[src/mri_unit_regs.svh]
/*
 * offsets, field positions, opcodes and reset values of the memory
 * reference unit; assumes a 16-bit word and an 8-bit register address.
 */
`ifndef MRI_UNIT_REGS_SVH
`define MRI_UNIT_REGS_SVH

// register offsets
`define OFF_CTRL 8'h00
`define OFF_STATUS 8'h04
`define OFF_PC 8'h08
`define OFF_ACC_A 8'h0c
`define OFF_ACC_B 8'h10
`define OFF_FLAGS 8'h14

// register fields
`define CTRL_RUN 0
`define STAT_BUSY 0
`define STAT_UNSUP 1
`define FLAG_CARRY 0
`define FLAG_OVF 1

// instruction word fields
`define IW_INDIRECT 15
`define IW_PAGE 10
`define IW_OP_HI 14
`define IW_OP_LO 11
`define IW_ADDR_HI 9

// opcodes in bits 14:11
`define OP_LOAD_A 4'h0
`define OP_LOAD_B 4'h1
`define OP_CMP_A 4'h2
`define OP_CMP_B 4'h3
`define OP_ADD_A 4'h4
`define OP_ADD_B 4'h5
`define OP_STORE_A 4'h6

// reset values
`define RST_PC 16'h0000
`define RST_WORD 16'h0000

`endif

[src/mri_pkg.sv]
/*
 * types of the memory reference unit: states, processor state,
 * memory request and adder result; assumes mri_unit_regs.svh.
 */
package mri_pkg;

    typedef enum logic [2:0] {sIdle, sFetch, sDecode, sIndir, sExec} state_t;

    typedef struct packed {
        logic [15:0] pc;
        logic [15:0] accA;
        logic [15:0] accB;
        logic [15:0] ir;
        logic carry;
        logic ovf;
    } cpu_t;

    typedef struct packed {
        logic rd;
        logic wr;
        logic [15:0] addr;
        logic [15:0] wdata;
    } mem_req_t;

    typedef struct packed {
        logic [15:0] word;
        logic carry;
        logic ovf;
    } sum_t;

endpackage : mri_pkg

[src/memory_reference_instruction_unit.sv]
/*
 * memory reference instruction unit: fetch, page and indirect
 * addressing, load, compare-and-skip and add on two accumulators, store of the first.
 * assumes a synchronous word memory on clk answering a read one cycle
 * after the request, and a register master on the same clock.
 */
// Function
// - sixteen-slot group acting on a referenced word
// - bit 10 picks base or current page
// - bit 15 set fetches the address indirectly
// - load first accumulator from memory
// - load second accumulator from memory
// - first accumulator compare, skip when different
// - second accumulator compare, skip when different
// - add memory into first accumulator
// - carry out of bit 15 sets carry
// - carry 14 xor carry 15 sets overflow
// - second accumulator add behaves the same
// - store first accumulator into memory
`timescale 1ns/1ns
`include "mri_unit_regs.svh"

module memory_reference_instruction_unit
    import mri_pkg::*;
(
    // clock and reset
    input wire logic clk,
    input wire logic rst,
    // register port
    input wire logic [7:0] regAddr,
    input wire logic [15:0] regWdata,
    input wire logic regWr,
    input wire logic regRd,
    output logic [15:0] regRdata,
    // word memory
    output mem_req_t memReq,
    input wire logic [15:0] memRdata
);

    ////////////////////////////////////////////////////////////////
    // helpers

    // base page is the bottom of memory, current page keeps pc[15:10]
    function automatic logic [15:0] effAddr(input logic [15:0] iw,
                                            input logic [15:0] pcNow);
        if (iw[`IW_PAGE]) begin
            effAddr = {pcNow[15:`IW_PAGE], iw[`IW_ADDR_HI:0]};
        end else begin
            effAddr = {6'h00, iw[`IW_ADDR_HI:0]};
        end
    endfunction : effAddr

    // flags only ever set here; clearing is software's job
    function automatic sum_t addWord(input logic [15:0] acc,
                                     input logic [15:0] m,
                                     input logic cIn,
                                     input logic vIn);
        logic [16:0] s;
        logic c14;
        s = {1'b0, acc} + {1'b0, m};
        c14 = acc[15] ^ m[15] ^ s[15];
        addWord.word = s[15:0];
        addWord.carry = cIn | s[16];
        addWord.ovf = vIn | (c14 ^ s[16]);
    endfunction : addWord

    ////////////////////////////////////////////////////////////////
    // state

    state_t st;
    state_t next_st;
    cpu_t cpu;
    cpu_t next_cpu;
    logic [15:0] ea;
    logic [15:0] next_ea;
    logic run;
    logic next_run;
    logic unsup;
    logic next_unsup;
    logic [15:0] next_regRdata;
    logic [3:0] op;
    sum_t sumA;
    sum_t sumB;

    assign op = cpu.ir[`IW_OP_HI:`IW_OP_LO];
    // events only, ored in below, so a clear written in the same cycle still takes
    assign sumA = addWord(cpu.accA, memRdata, 1'b0, 1'b0);
    assign sumB = addWord(cpu.accB, memRdata, 1'b0, 1'b0);

    ////////////////////////////////////////////////////////////////
    // sequencer and datapath

    always_comb begin
        next_st = st;
        next_cpu = cpu;
        next_ea = ea;
        next_run = run;
        next_unsup = unsup;
        memReq = '0;
        // software writes first, so hardware sets below win a tie
        if (regWr) begin
            if (regAddr == `OFF_CTRL) begin
                next_run = regWdata[`CTRL_RUN];
            end else if (regAddr == `OFF_STATUS) begin
                next_unsup = unsup & ~regWdata[`STAT_UNSUP];
            end else if (regAddr == `OFF_PC) begin
                next_cpu.pc = regWdata;
            end else if (regAddr == `OFF_ACC_A) begin
                next_cpu.accA = regWdata;
            end else if (regAddr == `OFF_ACC_B) begin
                next_cpu.accB = regWdata;
            end else if (regAddr == `OFF_FLAGS) begin
                next_cpu.carry = cpu.carry & ~regWdata[`FLAG_CARRY];
                next_cpu.ovf = cpu.ovf & ~regWdata[`FLAG_OVF];
            end
        end
        case (st)
            sIdle: begin
                if (run) begin
                    next_st = sFetch;
                end
            end
            sFetch: begin
                memReq.rd = 1'b1;
                memReq.addr = cpu.pc;
                next_st = sDecode;
            end
            sDecode: begin
                next_cpu.ir = memRdata;
                next_ea = effAddr(memRdata, cpu.pc);
                memReq.addr = effAddr(memRdata, cpu.pc);
                if (memRdata[`IW_INDIRECT]) begin
                    memReq.rd = 1'b1;
                    next_st = sIndir;
                end else if (memRdata[`IW_OP_HI:`IW_OP_LO] == `OP_STORE_A) begin
                    memReq.wr = 1'b1;
                    memReq.wdata = cpu.accA;
                    next_cpu.pc = cpu.pc + 16'h0001;
                    next_st = run ? sFetch : sIdle;
                end else begin
                    memReq.rd = 1'b1;
                    next_st = sExec;
                end
            end
            sIndir: begin
                // single level: the fetched word is the address itself
                next_ea = memRdata;
                memReq.addr = memRdata;
                if (op == `OP_STORE_A) begin
                    memReq.wr = 1'b1;
                    memReq.wdata = cpu.accA;
                    next_cpu.pc = cpu.pc + 16'h0001;
                    next_st = run ? sFetch : sIdle;
                end else begin
                    memReq.rd = 1'b1;
                    next_st = sExec;
                end
            end
            sExec: begin
                next_cpu.pc = cpu.pc + 16'h0001;
                next_st = run ? sFetch : sIdle;
                case (op)
                    `OP_LOAD_A: begin
                        next_cpu.accA = memRdata;
                    end
                    `OP_LOAD_B: begin
                        next_cpu.accB = memRdata;
                    end
                    `OP_CMP_A: begin
                        if (memRdata != cpu.accA) begin
                            next_cpu.pc = cpu.pc + 16'h0002;
                        end
                    end
                    `OP_CMP_B: begin
                        if (memRdata != cpu.accB) begin
                            next_cpu.pc = cpu.pc + 16'h0002;
                        end
                    end
                    `OP_ADD_A: begin
                        next_cpu.accA = sumA.word;
                        next_cpu.carry = next_cpu.carry | sumA.carry;
                        next_cpu.ovf = next_cpu.ovf | sumA.ovf;
                    end
                    `OP_ADD_B: begin
                        next_cpu.accB = sumB.word;
                        next_cpu.carry = next_cpu.carry | sumB.carry;
                        next_cpu.ovf = next_cpu.ovf | sumB.ovf;
                    end
                    default: begin
                        // other group members live elsewhere; step over them
                        next_unsup = 1'b1;
                    end
                endcase
            end
            default: begin
                next_st = sIdle;
            end
        endcase
    end

    always_ff @(posedge clk) begin
        if (rst) begin
            st <= sIdle;
            cpu <= '{pc: `RST_PC, accA: `RST_WORD, accB: `RST_WORD,
                     ir: `RST_WORD, carry: 1'b0, ovf: 1'b0};
            ea <= `RST_WORD;
            run <= 1'b0;
            unsup <= 1'b0;
        end else begin
            st <= next_st;
            cpu <= next_cpu;
            ea <= next_ea;
            run <= next_run;
            unsup <= next_unsup;
        end
    end

    ////////////////////////////////////////////////////////////////
    // register readback

    always_comb begin
        next_regRdata = 16'h0000;
        if (regRd) begin
            if (regAddr == `OFF_CTRL) begin
                next_regRdata[`CTRL_RUN] = run;
            end else if (regAddr == `OFF_STATUS) begin
                next_regRdata[`STAT_BUSY] = (st != sIdle);
                next_regRdata[`STAT_UNSUP] = unsup;
            end else if (regAddr == `OFF_PC) begin
                next_regRdata = cpu.pc;
            end else if (regAddr == `OFF_ACC_A) begin
                next_regRdata = cpu.accA;
            end else if (regAddr == `OFF_ACC_B) begin
                next_regRdata = cpu.accB;
            end else if (regAddr == `OFF_FLAGS) begin
                next_regRdata[`FLAG_CARRY] = cpu.carry;
                next_regRdata[`FLAG_OVF] = cpu.ovf;
            end
        end
    end

    always_ff @(posedge clk) begin
        if (rst) begin
            regRdata <= 16'h0000;
        end else begin
            regRdata <= next_regRdata;
        end
    end

    ////////////////////////////////////////////////////////////////
    // checks

    logic quiet;
    assign quiet = !regWr;

    load_a_a: assert property (@(posedge clk) disable iff (rst)
        st == sExec && op == `OP_LOAD_A && quiet |=> cpu.accA == $past(memRdata))
        else $error("first accumulator load lost");

    load_b_a: assert property (@(posedge clk) disable iff (rst)
        st == sExec && op == `OP_LOAD_B && quiet |=> cpu.accB == $past(memRdata))
        else $error("second accumulator load lost");

    cmp_skip_a: assert property (@(posedge clk) disable iff (rst)
        st == sExec && op == `OP_CMP_A && memRdata != cpu.accA && quiet
        |=> cpu.pc == $past(cpu.pc) + 16'h0002)
        else $error("unequal compare did not skip");

    cmp_equal_a: assert property (@(posedge clk) disable iff (rst)
        st == sExec && op == `OP_CMP_B && memRdata == cpu.accB && quiet
        |=> cpu.pc == $past(cpu.pc) + 16'h0001)
        else $error("equal compare skipped");

    add_sum_a: assert property (@(posedge clk) disable iff (rst)
        st == sExec && op == `OP_ADD_A && quiet
        |=> cpu.accA == $past(cpu.accA) + $past(memRdata))
        else $error("sum wrong");

    carry_sticky_a: assert property (@(posedge clk) disable iff (rst)
        cpu.carry && !(regWr && regAddr == `OFF_FLAGS) |=> cpu.carry)
        else $error("carry cleared by hardware");

    ovf_set_a: assert property (@(posedge clk) disable iff (rst)
        st == sExec && op == `OP_ADD_B
        && (({1'b0, cpu.accB[14:0]} + {1'b0, memRdata[14:0]} > 16'h7fff)
            ^ ({1'b0, cpu.accB} + {1'b0, memRdata} > 17'h0ffff)) |=> cpu.ovf)
        else $error("overflow not set");

    store_word_a: assert property (@(posedge clk) disable iff (rst)
        memReq.wr |-> memReq.wdata == cpu.accA
            && (st == sDecode ? memRdata[`IW_OP_HI:`IW_OP_LO] : op) == `OP_STORE_A)
        else $error("store wrote wrong word");

    indir_path_a: assert property (@(posedge clk) disable iff (rst)
        st == sDecode && memRdata[`IW_INDIRECT] |=> st == sIndir ##1 st != sIndir)
        else $error("indirect step missing");

    page_addr_a: assert property (@(posedge clk) disable iff (rst)
        st == sDecode && memRdata[`IW_PAGE]
        |-> memReq.addr[15:10] == cpu.pc[15:10])
        else $error("current page address wrong");

endmodule : memory_reference_instruction_unit

[config.mk]
export PLATFORM = sky130hd
export DESIGN_NAME = memory_reference_instruction_unit
export DESIGN_NICKNAME = d
export VERILOG_FILES = /design/src/mri_pkg.sv /design/src/memory_reference_instruction_unit.sv
export VERILOG_INCLUDE_DIRS = /design/src
export SDC_FILE = /design/constraint.sdc
export NUM_CORES = 1
export LEC_CHECK = 0
export BUFFER_PORTS_ARGS = -buffer_cell sky130_fd_sc_hd__buf_4
export CAP_MARGIN = 20
export CORE_MARGIN = 1.5
export CORE_UTILIZATION = 49
export DETAILED_ROUTE_END_ITERATION = 8
export HOLD_SLACK_MARGIN = 0.12
export PLACE_DENSITY = 0.73
export SYNTH_ARGS = -nofsm -noshare
export SYNTH_HDL_FRONTEND = slang
export SYNTH_SLANG_ARGS = --single-unit
export TNS_END_PERCENT = 50
[constraint.sdc]
create_clock -name clk -period 2.55 [get_ports clk]
set_clock_uncertainty 0.1 [all_clocks]
set_input_delay 0.255 -clock clk [delete_from_list [all_inputs] [get_ports clk]]
set_output_delay 0.255 -clock clk [all_outputs]
set_load 0.03 [all_outputs]
==> metrics.csv, run 1 <==
metric,value,unit
min cycle time layout,2520,ps
RSZ-0062 raised after global routing,yes,
DR pass1 iterations,8,
compound-cell area share of the yosys netlist,30.9,%
IO Pins,94,
Worst VDD drop,0.000346,V
Routability Congestion,1.04,
Hold Path Class,in -> reg,
CTS H-tree depth,3,
mapped cell area,6150,sq um
Tot Pwr,2.98,mW
fin crit share,98.9,%
Post-synth EDFFs,0,
Wirelength per Cell,22.5,microns
Max Cap Viol,0,
Tot GR Track Use,39.5,%
worst setup margin,28.7,ps
Layout fillers,952,
register bit total from synthesis,75,
Worst setup EP type,flop,
Post-DRT Antenna Nets,0,
Synth Area in Simple Gates,22.6,%
die area,13200,sq um
register area share after synthesis,24.4,%
Crit Path Class,reg -> reg,
vias in the first global route,7216,
area grow syn2layout,42.2,%
Std-Cell Core Area,12100,sq um
Rel. slew slack,50.4,%
ys flop type,dfxtp_1,
final hold viol count,0,
clock root buffer,clkbuf_16,
startpoint types,flop,
async set or reset register ratio after synthesis,0,%
Inserted Diodes,0,
total number of vias,7758,
Initial Util,50.8,%
first-pass GRT wire length,39300,microns
Crit Path Max Fanout,11,
Post-DP HPWL,20100,microns
initial antenna violation count,0,
Final setup viols,0,
"most common cell after layout, fill and taps aside",buf_4,
Die H,115,microns
synth unique cells,62,
most frequent cells in the layout,"buf_4, nor2_1, dfxtp_1",
cts bufs inserted,9,
Remaining DRCs,0,
post-synthesis mux area share,5.59,%
largest net degree at the start of global routing,62,
gr ovfl total,0,
CTS tree,done,
Mapped Avg Cell Area,7.63,sq um
worst endpoint required time,2650,ps
Least-Margin Pin Slew,743,ps
Total Wirelength,26600,microns
highest clock rate,397,MHz
post-synthesis xor/xnor area fraction,3.98,%
Ys Warns,0,
Clock transition at path regs,60,ps
Layout Utilization,72.3,%
share of layout cells above drive strength 1,32.6,%
largest family of logic cells by synthesized area,compound AO/OA/AOI/OAI gates,
DRT iter0 DRCs,1079,
Buffers on Ports,93,
Syn Inst Count,807,
# clock sinks,75,
Max Slew Vio Count,0,
status,completed,
die width,115,microns
pre-CTS WS,-361,ps
CTS max path bufs,2,
Power Dens Cells,341,nW/um^2
Pleak,3.70,nW
Vias/cell,6.57,
NumNets Final,1087,
# rows,40,
Adder-Cell Fraction of Synth Area,7.56,%
post-synth net total,887,
Clock Latency Late Sink,350,ps
"Arr. time, crit path",2620,ps
-- power by group --
| group | leakage (nW) | internal (mW) | switching [mW] | total, mW |
|---|---|---|---|---|
| sequential | 0.608 | 1.17 | 0.00156 | 1.17 |
| clock | 0.153 | 0.859 | 0.549 | 1.41 |
| combinational | 2.94 | 0.179 | 0.221 | 0.401 |
| total | 3.70 | 2.21 | 0.772 | 2.98 |
-- routing by layer --
layer	wire length, microns	track usage (%)
met1	10300	49.4
met2	11400	59.8
met3	3150	11.9
met4	1770	24.0
met5	0	0
-- stage by stage --
stage,TNS (ps),std cells,area [sq um],hold WS [ps]
detailed placement,-4170,1156,7950,388
global placement,-3240,1156,7950,370
global route,-103,1180,8750,145
finish,0,1180,8750,146
floorplan,0,807,6160,291
CTS,-126,1178,8450,129
-- worst max-delay path, cell delays in order, from the launching register on --
cell and delay, ps:
dfxtp_1 390, buf_4 190, or3_1 590, or3_1 640
a311oi_2 380, a311oi_1 80
-- timing repair --
item / in CTS / in global routing
buffers inserted: 3 / 2
endpoints found under the hold margin: 4 / 0
pin swaps: 9 / 13
gates resized for setup: 26 / 45
gates cloned: 0 / 0
endpoints found under the setup margin: 24 / 33
hold buffers: 3 / 0
-- final timing paths --
path / from / end / slack, ps / depth (start not counted)
worst max-delay path: st[0]$_SDFFE_PP0P_ / cpu[33]$_SDFF_PP0_ / 30 / 5
worst min register to register: unsup$_SDFF_PP0_ / unsup$_SDFF_PP0_ / 400 / 2
worst max register to register: st[0]$_SDFFE_PP0P_ / cpu[33]$_SDFF_PP0_ / 30 / 5
worst min-delay path: regWdata[13] / cpu[63]$_SDFF_PP0_ / 150 / 3
-- sequential cells by signal, indices dropped and copies added, names as in the netlist --
register / cells
st: 3
run: 1
regRdata: 16
unsup: 1
cpu: 54
-- cells by family (layout without fill, tap and decap cells) --
family | Yosys count | count (layout)
simple gates | 281 | 281
compound gates | 276 | 276
buf+inv | 77 | 282
flops | 75 | 75
fa+ha+maj | 36 | 36
mux | 34 | 34
xor+xnor | 28 | 28
-- cells in the mapped netlist, types with 3 or more instances --
cell type | number | area share (%)
a2111oi_0 | 3 | 0.43
a211o_1 | 4 | 0.57
a211oi_1 | 16 | 2.0
a21o_1 | 14 | 1.7
a21oi_1 | 63 | 5.1
a221oi_1 | 10 | 1.4
a22oi_1 | 38 | 4.6
a311oi_1 | 9 | 1.3
a31o_2 | 5 | 0.71
a31oi_1 | 23 | 2.3
a32oi_1 | 7 | 1.0
a41oi_1 | 4 | 0.57
and2_1 | 21 | 2.1
and3_1 | 9 | 0.91
buf_2 | 4 | 0.33
clkbuf_1 | 51 | 3.1
dfxtp_1 | 75 | 24
ha_1 | 34 | 6.9
inv_1 | 20 | 1.2
mux2i_1 | 31 | 5.0
nand2_1 | 49 | 3.0
nand2b_1 | 14 | 1.4
nand3_1 | 19 | 1.5
nand3b_1 | 4 | 0.49
nand4_1 | 6 | 0.61
nor2_1 | 96 | 5.9
nor2b_1 | 5 | 0.51
nor3_1 | 23 | 1.9
nor3b_1 | 3 | 0.37
nor4_1 | 14 | 1.4
o211ai_1 | 4 | 0.49
o21a_1 | 6 | 0.73
o21ai_0 | 30 | 2.4
o21ba_2 | 3 | 0.49
o21bai_1 | 11 | 1.3
o221ai_1 | 3 | 0.43
o22a_1 | 8 | 1.1
o32ai_1 | 3 | 0.43
or2_2 | 3 | 0.30
or3_1 | 7 | 0.71
xnor2_1 | 18 | 2.6
xor2_1 | 10 | 1.4
-- layout make-up --
type,instances,area [sq um],share of cell area (%)
clock inverters,6,90.1,1.03
clock buffers,10,229,2.62
repair buffers,246,1870,21.4
inverters,20,75.1,0.858
multi-input cells,655,4760,54.4
flip-flops and latches,75,1510,17.3
well taps,168,210,2.40
Note: power is estimated with default switching activity, not from simulation.
==> run 2: changes to the inputs <==
--- a/config.mk
+++ b/config.mk
@@ -6,7 +6,7 @@
 export SDC_FILE = /design/constraint.sdc
 export NUM_CORES = 1
 export LEC_CHECK = 0
-export BUFFER_PORTS_ARGS = -buffer_cell sky130_fd_sc_hd__buf_4
+export BUFFER_PORTS_ARGS = -buffer_cell sky130_fd_sc_hd__buf_2
 export CAP_MARGIN = 20
 export CORE_MARGIN = 1.5
 export CORE_UTILIZATION = 49
==> metrics.csv, run 2 (synthesized netlist as in run 1, its figures left out) <==
metric,value,unit
Max Slew Vio Count,0,
total number of vias,7551,
Buffers on Ports,93,
Rel. slew slack,50.8,%
Clock Latency Late Sink,350,ps
"final std cell area, no fill",8530,sq um
Layout Utilization,70.4,%
most frequent cells in the layout,"buf_4, nor2_1, buf_2",
largest net degree at the start of global routing,62,
Post-DP HPWL,20300,microns
Power Dens Cells,345,nW/um^2
min cycle time layout,2540,ps
Hold Slack,138,ps
CTS H-tree depth,3,
Clock transition at path regs,70,ps
gr ovfl total,0,
worst r2r dst,cpu[33]$_SDFF_PP0_,
Std-Cell Core Area,12100,sq um
Total Wirelength,26500,microns
Inserted Diodes,0,
Final setup viols,0,
worst endpoint required time,2190,ps
Vias/cell,6.35,
final setup TNS,0,ps
Crit Path Max Fanout,9,
IO Pins,94,
Wirelength per Cell,22.3,microns
Routability Congestion,1.07,
Worst VDD drop,0.000232,V
vias in the first global route,6817,
Least-Margin Pin Slew,738,ps
die area,13200,sq um
Hold Path Class,in -> reg,
initial antenna violation count,0,
Die H,115,microns
WHS Path Cells,3,
Regs by FF count,"cpu x54, regRdata x16, st x3",
CTS max path bufs,2,
Max Cap Viol,0,
Pleak,3.73,nW
placed inst area,7820,sq um
cts bufs inserted,9,
Tot Pwr,2.94,mW
share of layout cells above drive strength 1,33.5,%
"most common cell after layout, fill and taps aside",buf_4,
Tot GR Track Use,40.1,%
highest clock rate,394,MHz
RSZ-0062 raised after global routing,yes,
Worst R2R Setup Slack,60,ps
# rows,40,
clock root buffer,clkbuf_16,
Post-DRT Antenna Nets,0,
DRT iter0 DRCs,964,
Remaining DRCs,0,
Worst setup EP type,output port,
cell depth of the worst flop-to-flop path,9,
Initial Util,50.8,%
CTS tree,done,
Crit Path Class,reg -> out,
die width,115,microns
area grow syn2layout,38.6,%
first-pass GRT wire length,39700,microns
max FFs per register,54,
status,completed,
Biggest register,cpu,
Critical path origin,st[0]$_SDFFE_PP0P_,
worst r2r src,cpu[19]$_SDFF_PP0_,
"Arr. time, crit path",2180,ps
Layout fillers,1056,
NumNets Final,1097,
# clock sinks,75,
DR pass1 iterations,7,
fin crit share,99.5,%
startpoint types,flop,
crit path to,memReq[24],
final hold viol count,0,
run 2: changes by cell type in the layout (fill, tap and decap cells not counted), moves of 2 or more:
cell and change:
dfxtp_2 +2, a221oi_2 -2, buf_4 -80, a21oi_2 +2
a211oi_2 +2, a221oi_1 +2, a21oi_1 -2, ha_1 +4
dlygate4sd3_1 -2, buf_2 +93, ha_4 -3
run 2: timing repair:
item	CTS	global route
setup buffers	2	2
hold endpoints to repair	2	0
setup endpoints to repair	26	36
resized for setup	22	49
hold buffers	1	0
pin swaps	5	21
run 2: report_power, final:
group	switching (mW)	total, mW	leakage (nW)	internal, mW
combinational	0.224	0.385	2.97	0.161
sequential	0.00145	1.17	0.608	1.17
clock	0.531	1.38	0.152	0.851
total	0.757	2.94	3.73	2.18
run 2: worst max-delay path, stage by stage, from the launching register on:
cell and delay [ps]:
dfxtp_1 490, buf_4 200, inv_1 90, nor2_1 260, buf_4 260, a22oi_1 90, nor2_1 200, buf_2 240
run 2: final cells by class:
| type | instances | area (sq um) | area share, % |
|---|---|---|---|
| clock inverter | 5 | 78.8 | 0.924 |
| timing repair buffer | 256 | 1710 | 20.0 |
| inverter | 20 | 75.1 | 0.880 |
| clock buffer | 10 | 229 | 2.68 |
| sequential | 75 | 1510 | 17.7 |
| multi-input combinational | 655 | 4720 | 55.3 |
| tap | 168 | 210 | 2.46 |
run 2: layer usage:
metal / wire length (microns) / GRT usage (%) / share of wire [%]
met2: 11000 / 58.5 / 41
met5: 0 / 0 / 0
met3: 3110 / 7.22 / 12
met4: 1470 / 19.9 / 5.6
met1: 11000 / 56.8 / 41
run 2: how the worst min path moves through the flow:
stage | startpoint | to | slack, ps
finish | regWdata[6] | cpu[56]$_SDFF_PP0_ | 140
global route | regWdata[6] | cpu[56]$_SDFF_PP0_ | 140
CTS | regWdata[6] | cpu[56]$_SDFF_PP0_ | 130
detailed placement | unsup$_SDFF_PP0_ | regRdata[1]$_SDFF_PP0_ | 380
global placement | unsup$_SDFF_PP0_ | unsup$_SDFF_PP0_ | 380
floorplan | memRdata[11] | cpu[13]$_SDFFE_PP0P_ | 290
run 2: per-stage QoR:
| stage | std cells | setup slack, ps |
|---|---|---|
| 6_report | 1189 | 13.9 |
| 5_1_grt | 1189 | -36.6 |
| 4_1_cts | 1187 | 4.12 |
| 3_5_place_dp | 1169 | -432 |
| 3_3_place_gp | 1169 | -331 |
| 2_1_floorplan | 807 | 40.2 |
